===== src/cif_consts.svh =====
// Constants for the CPU interrupt flag and register bank logic
// Function
// - Maskable requests are blocked while the enable flag is 0, considered while 1.
// - Acknowledging an interrupt clears the enable flag to 0.
// - Stack-select flag 0 picks the interrupt stack, 1 the user stack.
// - Hardware acknowledge and software interrupts numbered 0 to 31 clear stack-select.
// - Processor priority level is a 3-bit field holding levels 0 to 7.
// - A request is taken only when its level is above the processor level.
// - Software writes 0 to the reserved flag bit; its read value is unchecked.
// - Thirteen programmer-visible registers, including the flag register.
// - Data, address and frame base registers form a bank with two copies.
// - Holding the external reset input low keeps the core in reset.
`ifndef CIF_CONSTS_SVH
`define CIF_CONSTS_SVH

// ==========================================================
// Flag register layout
`define CIF_FLG_BANK_BIT    4
`define CIF_FLG_IEN_BIT     6
`define CIF_FLG_SSEL_BIT    7
`define CIF_FLG_PRIO_LSB    12
`define CIF_FLG_PRIO_MSB    14
`define CIF_FLG_RSVD_BIT    15
`define CIF_FLG_WR_MASK     16'h70FF
`define CIF_FLG_RESET       16'h0000

// ==========================================================
// Reset values and limits
`define CIF_WORD_RESET      16'h0000
`define CIF_ADDR_RESET      20'h00000
`define CIF_SWI_SSEL_MAX    6'h1F
`define CIF_BANK_REGS       7
`define CIF_BANK_IDX_MAX    3'h6

`endif


===== src/cif_pkg.sv =====
// Types shared by the CPU interrupt flag logic
package cif_pkg;
    typedef logic [15:0] cif_word_t;
    typedef logic [19:0] cif_addr_t;
    typedef enum logic [3:0] {
        CIF_SEL_DATA0 = 4'h0,
        CIF_SEL_DATA1 = 4'h1,
        CIF_SEL_DATA2 = 4'h2,
        CIF_SEL_DATA3 = 4'h3,
        CIF_SEL_ADDR0 = 4'h4,
        CIF_SEL_ADDR1 = 4'h5,
        CIF_SEL_FBASE = 4'h6,
        CIF_SEL_PC    = 4'h7,
        CIF_SEL_INTB  = 4'h8,
        CIF_SEL_USP   = 4'h9,
        CIF_SEL_ISP   = 4'hA,
        CIF_SEL_SB    = 4'hB,
        CIF_SEL_FLG   = 4'hC
    } cif_reg_sel_t;
endpackage : cif_pkg


===== src/cif_bank_if.sv =====
// Carrier between the core and its register bank
`timescale 1ns/1ps
`default_nettype none
interface cif_bank_if;
    import cif_pkg::*;
    logic      srst;
    logic      bank_sel;
    logic      wr_en;
    logic [2:0] wr_idx;
    cif_word_t wr_data;
    logic [2:0] rd_idx;
    cif_word_t rd_data;
    modport core (output srst, output bank_sel, output wr_en, output wr_idx,
                  output wr_data, output rd_idx, input rd_data);
    modport bank (input srst, input bank_sel, input wr_en, input wr_idx,
                  input wr_data, input rd_idx, output rd_data);
endinterface : cif_bank_if
`default_nettype wire


===== src/cif_flag_logic.sv =====
// Interrupt acceptance, processor flags and programmer-visible registers
`timescale 1ns/1ps
`default_nettype none
`include "cif_consts.svh"
module cif_flag_logic
    import cif_pkg::*;
(
    input  wire logic        sys_clk,
    input  wire logic        rst,
    input  wire logic        ext_reset_n,
    input  wire logic        irq_req,
    input  wire logic [2:0]  irq_level,
    input  wire logic        swi_exec,
    input  wire logic [5:0]  swi_num,
    input  wire logic        reg_wr_en,
    input  wire logic [3:0]  reg_wr_sel,
    input  wire logic [19:0] reg_wr_data,
    input  wire logic [3:0]  reg_rd_sel,
    output logic [19:0]      reg_rd_data,
    output logic             irq_ack,
    output logic [2:0]       irq_ack_level,
    output logic             irq_pending,
    output logic [15:0]      flag_reg,
    output logic             int_enable,
    output logic             stack_sel,
    output logic [2:0]       processor_priority_level,
    output logic [15:0]      active_sp,
    output logic             core_in_reset
);
    // ==========================================================
    // External reset pin synchroniser
    logic [2:0] rpin_sync;
    logic       rpin_level;
    logic       next_rpin_level;

    always_comb begin
        next_rpin_level = rpin_level;
        // Second and third stage must agree before the level moves
        if (rpin_sync[1] == rpin_sync[2]) begin
            next_rpin_level = rpin_sync[2];
        end
    end

    always_ff @(posedge sys_clk or posedge rst) begin
        if (rst) begin
            rpin_sync  <= 3'h0;
            rpin_level <= 1'b0;
        end else begin
            rpin_sync  <= {rpin_sync[1:0], ext_reset_n};
            rpin_level <= next_rpin_level;
        end
    end

    logic core_run;
    assign core_run = rpin_level;

    // ==========================================================
    // Register bank
    cif_bank_if bank_bus ();

    cif_reg_bank u_bank (
        .sys_clk (sys_clk),
        .rst     (rst),
        .bus     (bank_bus.bank)
    );

    cif_word_t flg;
    logic      wr_bank_sel;
    assign wr_bank_sel      = (reg_wr_sel <= CIF_SEL_FBASE);
    assign bank_bus.srst     = !core_run;
    assign bank_bus.bank_sel = flg[`CIF_FLG_BANK_BIT];
    assign bank_bus.wr_en    = reg_wr_en && wr_bank_sel && core_run;
    assign bank_bus.wr_idx   = reg_wr_sel[2:0];
    assign bank_bus.wr_data  = reg_wr_data[15:0];
    assign bank_bus.rd_idx   = reg_rd_sel[2:0];

    // ==========================================================
    // Flags and interrupt acceptance
    cif_word_t next_flg;
    logic      next_irq_ack;
    logic [2:0] next_ack_level;
    logic      next_pending;
    logic      hw_accept;
    logic [2:0] cur_prio;

    assign cur_prio = flg[`CIF_FLG_PRIO_MSB:`CIF_FLG_PRIO_LSB];
    // Software interrupt wins the cycle; the hardware request stays pending
    assign hw_accept = irq_req && flg[`CIF_FLG_IEN_BIT]
                       && (irq_level > cur_prio)
                       && !swi_exec;

    always_comb begin
        next_flg       = flg;
        next_irq_ack   = 1'b0;
        next_ack_level = irq_ack_level;
        next_pending   = irq_req && !hw_accept;
        if (reg_wr_en && reg_wr_sel == CIF_SEL_FLG) begin
            // Reserved bits are forced to zero on write
            next_flg = reg_wr_data[15:0] & `CIF_FLG_WR_MASK;
        end
        // Acknowledge overrides a software flag write in the same cycle
        if (swi_exec) begin
            next_flg[`CIF_FLG_IEN_BIT] = 1'b0;
            if (swi_num <= `CIF_SWI_SSEL_MAX) begin
                next_flg[`CIF_FLG_SSEL_BIT] = 1'b0;
            end
        end else if (hw_accept) begin
            next_flg[`CIF_FLG_IEN_BIT]  = 1'b0;
            next_flg[`CIF_FLG_SSEL_BIT] = 1'b0;
            next_flg[`CIF_FLG_PRIO_MSB:`CIF_FLG_PRIO_LSB] = irq_level;
            next_irq_ack   = 1'b1;
            next_ack_level = irq_level;
        end
    end

    always_ff @(posedge sys_clk or posedge rst) begin
        if (rst) begin
            flg           <= `CIF_FLG_RESET;
            irq_ack       <= 1'b0;
            irq_ack_level <= 3'h0;
            irq_pending   <= 1'b0;
        end else if (!core_run) begin
            flg           <= `CIF_FLG_RESET;
            irq_ack       <= 1'b0;
            irq_ack_level <= 3'h0;
            irq_pending   <= 1'b0;
        end else begin
            flg           <= next_flg;
            irq_ack       <= next_irq_ack;
            irq_ack_level <= next_ack_level;
            irq_pending   <= next_pending;
        end
    end

    // ==========================================================
    // Remaining programmer-visible registers
    cif_addr_t pc;
    cif_addr_t intb;
    cif_word_t user_stack_pointer;
    cif_word_t interrupt_stack_pointer;
    cif_word_t sb;
    cif_addr_t next_pc;
    cif_addr_t next_intb;
    cif_word_t next_usp;
    cif_word_t next_isp;
    cif_word_t next_sb;
    cif_word_t next_active_sp;

    always_comb begin
        next_pc   = pc;
        next_intb = intb;
        next_usp  = user_stack_pointer;
        next_isp  = interrupt_stack_pointer;
        next_sb   = sb;
        if (reg_wr_en) begin
            unique case (reg_wr_sel)
                CIF_SEL_PC:   next_pc   = reg_wr_data;
                CIF_SEL_INTB: next_intb = reg_wr_data;
                CIF_SEL_USP:  next_usp  = reg_wr_data[15:0];
                CIF_SEL_ISP:  next_isp  = reg_wr_data[15:0];
                CIF_SEL_SB:   next_sb   = reg_wr_data[15:0];
                default: ;
            endcase
        end
        // Track the flag change of this same edge so the pointer never lags
        next_active_sp = next_flg[`CIF_FLG_SSEL_BIT] ? next_usp : next_isp;
    end

    // Read mux over all thirteen registers
    logic [19:0] next_rd_data;
    always_comb begin
        next_rd_data = 20'h00000;
        if (reg_rd_sel <= CIF_SEL_FBASE) begin
            next_rd_data = {4'h0, bank_bus.rd_data};
        end else begin
            unique case (reg_rd_sel)
                CIF_SEL_PC:   next_rd_data = pc;
                CIF_SEL_INTB: next_rd_data = intb;
                CIF_SEL_USP:  next_rd_data = {4'h0, user_stack_pointer};
                CIF_SEL_ISP:  next_rd_data = {4'h0, interrupt_stack_pointer};
                CIF_SEL_SB:   next_rd_data = {4'h0, sb};
                CIF_SEL_FLG:  next_rd_data = {4'h0, flg};
                default:      next_rd_data = 20'h00000;
            endcase
        end
    end

    always_ff @(posedge sys_clk or posedge rst) begin
        if (rst) begin
            pc          <= `CIF_ADDR_RESET;
            intb        <= `CIF_ADDR_RESET;
            user_stack_pointer         <= `CIF_WORD_RESET;
            interrupt_stack_pointer         <= `CIF_WORD_RESET;
            sb          <= `CIF_WORD_RESET;
            active_sp   <= `CIF_WORD_RESET;
            reg_rd_data <= 20'h00000;
        end else if (!core_run) begin
            pc          <= `CIF_ADDR_RESET;
            intb        <= `CIF_ADDR_RESET;
            user_stack_pointer         <= `CIF_WORD_RESET;
            interrupt_stack_pointer         <= `CIF_WORD_RESET;
            sb          <= `CIF_WORD_RESET;
            active_sp   <= `CIF_WORD_RESET;
            reg_rd_data <= 20'h00000;
        end else begin
            pc          <= next_pc;
            intb        <= next_intb;
            user_stack_pointer         <= next_usp;
            interrupt_stack_pointer         <= next_isp;
            sb          <= next_sb;
            active_sp   <= next_active_sp;
            reg_rd_data <= next_rd_data;
        end
    end

    // Flag fields are plain bits of the flag flop
    assign flag_reg                 = flg;
    assign int_enable               = flg[`CIF_FLG_IEN_BIT];
    assign stack_sel                = flg[`CIF_FLG_SSEL_BIT];
    assign processor_priority_level = cur_prio;

    logic in_reset;
    always_ff @(posedge sys_clk or posedge rst) begin
        if (rst) begin
            in_reset <= 1'b1;
        end else begin
            in_reset <= !core_run;
        end
    end
    assign core_in_reset = in_reset;
endmodule : cif_flag_logic
`default_nettype wire


===== src/cif_reg_bank.sv =====
// Two copies of the data, address and frame base register bank
`timescale 1ns/1ps
`default_nettype none
`include "cif_consts.svh"
module cif_reg_bank
    import cif_pkg::*;
(
    input  wire logic sys_clk,
    input  wire logic rst,
    cif_bank_if.bank  bus
);
    // ==========================================================
    // Storage
    cif_word_t regs      [2][`CIF_BANK_REGS];
    cif_word_t next_regs [2][`CIF_BANK_REGS];

    genvar b, r;
    generate
        for (b = 0; b < 2; b++) begin : g_bank
            for (r = 0; r < `CIF_BANK_REGS; r++) begin : g_reg
                always_comb begin
                    next_regs[b][r] = regs[b][r];
                    // Only the selected copy takes the write
                    if (bus.wr_en && (bus.bank_sel == 1'(b)) && (bus.wr_idx == 3'(r))) begin
                        next_regs[b][r] = bus.wr_data;
                    end
                end
                always_ff @(posedge sys_clk or posedge rst) begin
                    if (rst) begin
                        regs[b][r] <= `CIF_WORD_RESET;
                    end else if (bus.srst) begin
                        regs[b][r] <= `CIF_WORD_RESET;
                    end else begin
                        regs[b][r] <= next_regs[b][r];
                    end
                end
            end
        end
    endgenerate

    // Out-of-range index reads zero
    assign bus.rd_data = (bus.rd_idx <= `CIF_BANK_IDX_MAX) ?
                         regs[bus.bank_sel][bus.rd_idx] : `CIF_WORD_RESET;
endmodule : cif_reg_bank
`default_nettype wire


===== config.mk =====
export PLATFORM = sky130hd
export DESIGN_NAME = cif_flag_logic
export DESIGN_NICKNAME = d
export VERILOG_FILES = /design/src/cif_pkg.sv /design/src/cif_bank_if.sv /design/src/cif_flag_logic.sv /design/src/cif_reg_bank.sv
export VERILOG_INCLUDE_DIRS = /design/src
export SDC_FILE = /design/constraint.sdc
export NUM_CORES = 1
export LEC_CHECK = 0
export BUFFER_PORTS_ARGS = -buffer_cell sky130_fd_sc_hd__buf_2
export CORE_UTILIZATION = 25
export CTS_CLUSTER_DIAMETER = 80
export DETAILED_ROUTE_END_ITERATION = 10
export GPL_TIMING_DRIVEN = 1
export SLEW_MARGIN = 15
export SYNTH_ARGS = -nofsm -noshare
export SYNTH_HDL_FRONTEND = slang
export SYNTH_SLANG_ARGS = --single-unit

===== constraint.sdc =====
create_clock -name sys_clk -period 14.7 [get_ports sys_clk]
set_clock_uncertainty 0.2 [all_clocks]
set_input_delay 1.47 -clock sys_clk [delete_from_list [all_inputs] [get_ports sys_clk]]
set_output_delay 1.47 -clock sys_clk [all_outputs]
set_load 0.01 [all_outputs]

==> out/qor.yml, run 1 <==
ctsRootBufferMaster: "clkbuf_16"
crit_path_start_kind: "register"
track_usage_pct: 14.3
power.leakage_nw: 8.53
hp-start: "rpin_sync[0]"
initial_core_util_pct: 25.4
holdPathStages: 0
finalSetupViolations: 0
grt_busiest_layer: "met2"
first_pass_iters: 6
wire_per_inst_um: 19.5
worstSetupEndpointType: "output port"
switching_share_pct: 25.1
ff_latch_area_mm2: 0.00924
cts.clk_slew.worst_paths_ns: 0.06
synth_cells: 1669
ys_seq_area_share_pct: 52.9
p_total_mw: 2.17
async_flop_share_pct: 100
cp_cell_sequence: "buf_4 -> buf_2"
crit_arrival_ns: 2.46
largest_reg_flops: 224
timing.rr.end: "reg_rd_data[7]"
finalHoldViolCount: 0
fp.dieH_um: 266
insertion_delay_ns: 0.55
postCtsSetupRepairBufs: 0
antenna_left: 0
rsz0062_at_grt: "no"
first_iter_violations: 1171
grt_util_met1_pct: 20.0
synth_warnings: 0
cts_sinks: 369
fmax_ghz: 0.242
min_path_type: "reg2reg"
cts_tree: "built"
num_vias: 12800
use_met3_pct: 2.25
drc: 0
cellInternalPower_mw: 1.62
critPathKind: "reg2out"
cts_max_level: 2
hold_buffers: 0
grtUsageMet2_pct: 22.1
antenna_found_initial: 4
dp_hpwl_mm: 30.7
synth_cell_types: 52
cp_max_fo: 47
r2r_slack_ns: 11.35
grt_overflow: 0
crit_required_ns: 13.03
cts_buffers: 40
diodes: 0
syn_avg_cell_area_um2: 10.5
finalMaxSlewViolations: 0
dieArea_mm2: 0.0710
gp_congestion: 0.876
dpl_cell_area_mm2: 0.0186
grt_max_degree: 172
area_growth_syn_to_layout_pct: 13.4
die_w_um: 266
min_to: "rpin_sync[1]"
period_share_pct: 28.1
seq_power_share_pct: 47.8
reg2regPathDepth: 5
syn-cell-area_mm2: 0.0175
p_switching_mw: 0.543
p_per_area_mw_per_mm2: 109
cpMaxStageDelayCell: "dfrtp_4"
clock_path_buffers: 3
totalWireLength_mm: 51.2
maxSlewHeadroom_pct: 19.4
multi_input_area_mm2: 0.00747
status: "finished, final reports clean"
clkPwrFrac_pct: 44.8
drv_cap: 0
worst_slew_pin_slew_ns: 1.20
dominantRegCellSynth: "dfrtp_1"
synth_edf_count: 0
grt_pass1_wl_mm: 78.3
core_mm2: 0.0688
critPathMaxStageDelay_ns: 0.81
io_pins: 106
ctsResizeCount: 0
fillers: 7077
largest-register: "u_bank.regs"
min_period_ns: 4.13
final_area_mm2: 0.0198
final.setup.tns_ns: 0
r2r_start: "core_run"
finalNetCount: 1712
viasPerCell: 4.88
combPwrFrac_pct: 7.4
port_buffers: 95
drive_above_1_share_pct: 16.0
grt_pass1_vias: 12600
ir_drop_mv: 0.0618
ys_seq_elements: 369
core.rowCount: 96
synthesized netlist by cell type (all sizes together), types with 2 or more instances:
cell type,instances,area share [%]
nor2b,4,0.14
buf,86,2.7
a22oi,14,0.60
nand2,260,5.6
nand2b,5,0.18
nor2,205,4.6
and3,3,0.11
a211oi,2,0.086
a221oi,11,0.55
a22o,6,0.30
inv,5,0.11
nand3,70,2.1
mux4,47,6.1
o21ai,7,0.20
nor3b,3,0.16
nand4b,2,0.10
a21oi,161,4.6
ha,3,0.21
o22ai,31,1.1
mux2i,204,12
or2,4,0.14
or3,4,0.14
clkbuf,79,1.7
mux2,30,1.9
and2,6,0.21
a221o,3,0.17
dfrtp,368,53
nand3b,3,0.13
nor3,32,1.0
through the flow:
step | setup WS (ns) | utilization, % | hold WS [ns] | cells
after detailed placement | 10.18 | 27.0 | 0.141 | 2554
after CTS | 10.55 | 28.8 | 0.161 | 2623
final | 10.57 | 28.8 | 0.155 | 2624
after global routing | 10.50 | 28.8 | 0.171 | 2624
after floorplan | 2.79 | - | 0.131 | 1673
after global placement | 10.23 | 27.0 | 0.140 | 2554
per-layer routing:
metal,share of wire [%],vias to the layer above,wire length [um]
met2,46,467,23400
met1,44,6506,22700
li1,-,5726,-
met4,3.4,2,1750
met5,0.025,-,13
met3,6.4,91,3300
power by group through the flow:
stage	logic (mW)	registers [mW]	clock network (mW)
floorplan	0.104	1.05	0
global placement	0.158	1.05	0
detailed placement	0.161	1.05	0
CTS	0.161	1.04	0.989
global route	0.173	1.04	1.03
finish	0.161	1.04	0.970
placed cells by master, fill, tap and decap left out, drive strengths merged, types with 30 or more instances in the layout:
cell    instances
nor3           32
mux2i         204
a21oi         161
clkbuf         63
nor2          205
mux2           30
buf           116
o22ai          31
nand3          70
mux4           47
dfrtp         368
nand2         260
area by class of cell:
| type | instances | area share [%] |
|---|---|---|
| clock buffer | 63 | 6.10 |
| clock inverter | 6 | 0.189 |
| inverter | 6 | 0.189 |
| multi-input combinational | 1133 | 37.7 |
| sequential | 369 | 46.6 |
| tap | 931 | 5.88 |
| timing repair buffer | 116 | 3.31 |
critical path, delay by kind of cell (launching register included):
kind	cells	cell delay, ns
buffers and inverters	2	1.04
DFF	1	0.81
logic make-up (layout without fill, tap and decap cells):
family | Yosys count | in the layout | synth area share, %
flops | 369 | 369 | 52.9
buf+inv | 171 | 191 | 4.55
compound gates | 238 | 238 | 7.77
mux | 281 | 281 | 19.7
simple gates | 605 | 605 | 14.9
fa+ha+maj | 4 | 4 | 0.272
other cells | 1 | 5 | 0.0215
worst max path at each step:
| stage | startpoint | endpoint | slack, ns | cells past startpoint |
|---|---|---|---|---|
| 2_1_floorplan | rst | active_sp[0] | 2.79 | 1 |
| 3_3_place_gp | reg_rd_sel[0] | reg_rd_data[7] | 10.23 | 7 |
| 3_5_place_dp | reg_rd_sel[0] | reg_rd_data[7] | 10.18 | 7 |
| 4_1_cts | flag_reg[4] | flag_reg[4] | 10.55 | 2 |
| 5_1_grt | flag_reg[4] | flag_reg[4] | 10.50 | 2 |
| 6_report | flag_reg[4] | flag_reg[4] | 10.57 | 2 |
Power figures use the tool's default switching activity.
==> run 2: changes to the inputs <==
clock period = 3.7 ns   (was 14.7 ns; I/O delays follow)
==> run 2 against run 1 <==
  * Die area did not move
  * Critical path depth is 6 higher
  * Wire length is 2.0% higher
  * Cell count grew 1.6%
  * First-iteration DRC count rose by 5.4%
  * Sequential cell count unchanged
  * Non-clock buffer count grew 38
  * Critical path type is now in2reg
  * Largest cell class unchanged
  * Largest power group is now the clock network
==> out/qor.yml, run 2 (same netlist as run 1, synthesis figures left out) <==
status: "finished, final reports clean"
port_buffers: 95  # unchanged
io_pins: 106  # unchanged
finalHoldViolCount: 0  # unchanged
hold_buffers: 11  # +11
largest-register: "u_bank.regs"
fillers: 6988  # -1.3%
min_path_type: "in2reg"
postCtsSetupRepairBufs: 0  # unchanged
grt_max_degree: 135  # -22%
switching_share_pct: 24.4  # -0.66 points
wire_per_inst_um: 19.6  # +0.38%
ff_latch_area_mm2: 0.00924  # unchanged
viasPerCell: 4.89  # +0.30%
crit_arrival_ns: 3.13  # +0.67 ns
final_area_mm2: 0.0203  # +2.3%
cellInternalPower_mw: 6.77  # +320%
critPathMaxStageDelay_ns: 0.61  # -0.20 ns
cp_max_fo: 17  # -64%
final.setup.tns_ns: 0  # unchanged
drv_cap: 0  # unchanged
fin_hold_ws_ns: 0.0903  # -0.0642 ns
crit_path_start_kind: "input port"
final_common_cell: "dfrtp_1"
insertion_delay_ns: 0.55  # about the same
cp_cell_sequence: "dlygate4sd3_1 -> buf_2 -> ha_1 -> a21oi_1 -> o21ai_0 -> nand2_1 -> nand3_2 -> mux2_2"
cts_sinks: 369  # unchanged
dpl_cell_area_mm2: 0.0188  # +1.2%
crit_family: "simple AND/OR/NAND/NOR gates"
maxSlewHeadroom_pct: 21.2  # +1.8 points
ctsResizeCount: 0  # unchanged
place_ws_ns: 0.733  # -9.44 ns
cts_buffers: 41  # +2.5%
core.rowCount: 96  # unchanged
drive_above_1_share_pct: 17.6  # +1.6 points
num_vias: 13000  # +1.9%
p_switching_mw: 2.19  # +300%
worst_slew_pin_slew_ns: 1.18  # -0.0232 ns
core_mm2: 0.0688  # unchanged
grt_pass1_wl_mm: 80.8  # +3.2%
period_share_pct: 78.8
cts_tree: "built"
first_iter_violations: 1234  # +5.4%
largest_reg_flops: 224  # unchanged
area_growth_syn_to_layout_pct: 16.1
grt_pass1_vias: 13100  # +3.5%
seq_power_share_pct: 45.9  # -1.9 points
fin_ws_ns: 0.783  # -9.79 ns
totalWireLength_mm: 52.3  # +2.0%
fp.dieH_um: 266  # unchanged
power.leakage_nw: 8.78  # +2.9%
ir_drop_mv: 0.239  # +290%
first_pass_iters: 5  # -1
combPwrFrac_pct: 7.3  # about the same
layout_common_cells: "367 x dfrtp_1, 257 x nand2_1, 204 x mux2i_1"
critPathKind: "in2reg"
cts.clk_slew.worst_paths_ns: 0.06  # about the same
worstSetupEndpointType: "register"
critPathBufInv: 2  # unchanged
min_period_ns: 2.92
grt_overflow: 0  # unchanged
initial_core_util_pct: 25.4  # unchanged
crit_required_ns: 3.92  # -9.11 ns
cts_max_level: 2  # unchanged
clock_path_buffers: 3  # unchanged
dp_hpwl_mm: 33.2  # +8.2%
track_usage_pct: 14.7  # +0.42 points
antenna_left: 0  # unchanged
ctsRootBufferMaster: "clkbuf_16"
finalSetupViolations: 0  # unchanged
dieArea_mm2: 0.0710  # unchanged
cpMaxStageDelayCell: "nand3_2"
p_per_area_mw_per_mm2: 442  # +300%
rsz0062_at_grt: "no"
drc: 0  # unchanged
diodes: 0  # unchanged
gp_congestion: 0.886  # +1.1%
antenna_found_initial: 2  # -2
multi_input_area_mm2: 0.00747  # unchanged
die_w_um: 266  # unchanged
fmax_ghz: 0.343
clkPwrFrac_pct: 46.7  # +1.9 points
finalNetCount: 1751  # +2.3%
finalMaxSlewViolations: 0  # unchanged
run 2: changes by cell type in the layout (fill, tap and decap cells not counted), sizes merged:
cell and delta:
bufinv +3, buf +27, dlygate4sd3 +11, inv -2
clkinvlp +1, clkinv +3
run 2: routing by layer:
layer	track usage [%]	up-vias	wire (um)
li1	-	5819	-
met1	20.5	6701	22800
met2	23.3	438	24700
met3	2.34	78	3270
met4	4.60	4	1400
met5	0	-	22
run 2: area by class of cell:
type / instances / share of cell area, %
clock buffer: 63 / 6.17
clock inverter: 11 / 0.660
inverter: 6 / 0.167
multi-input combinational: 1133 / 36.8
sequential: 369 / 45.6
tap: 931 / 5.74
timing repair buffer: 154 / 4.86
run 2: path summary, 6_finish.rpt:
check	startpoint	end	slack, ns	cells past startpoint
setup / recovery	irq_level[2]	active_sp[1]	0.78	8
hold / removal	reg_rd_sel[3]	reg_rd_data[1]	0.09	3
setup reg to reg	flag_reg[14]	active_sp[1]	0.81	7
hold reg to reg	rpin_sync[0]	rpin_sync[1]	0.15	0
max in group asynchronous	rst	interrupt_stack_pointer[13]	2.11	4
min in group asynchronous	rst	u_bank.regs[147]	0.14	3
run 2: worst reg2reg max path, cell delays in order, from the launching register on:
cell and delay, ns:
dfrtp_1 0.42, inv_1 0.07, ha_1 0.31, a21oi_1 0.14, o21ai_0 0.11, nand2_1 0.36, nand3_2 0.61, mux2_2 0.55
run 2: stage by stage:
step | utilization [%] | total power, mW | std cells
CTS | 29.5 | 9.03 | 2667
global route | 29.5 | 9.26 | 2667
global placement | 27.3 | 4.83 | 2582
detailed placement | 27.3 | 4.84 | 2582
floorplan | - | 4.60 | 1673
finish | 29.5 | 8.96 | 2667
run 2: power groups by stage:
stage / clock network, mW / registers, mW / logic [mW]
after global placement: 0 / 4.19 / 0.637
after floorplan: 0 / 4.18 / 0.412
after detailed placement: 0 / 4.19 / 0.649
final: 4.19 / 4.12 / 0.656
after global routing: 4.43 / 4.12 / 0.707
after CTS: 4.26 / 4.12 / 0.658
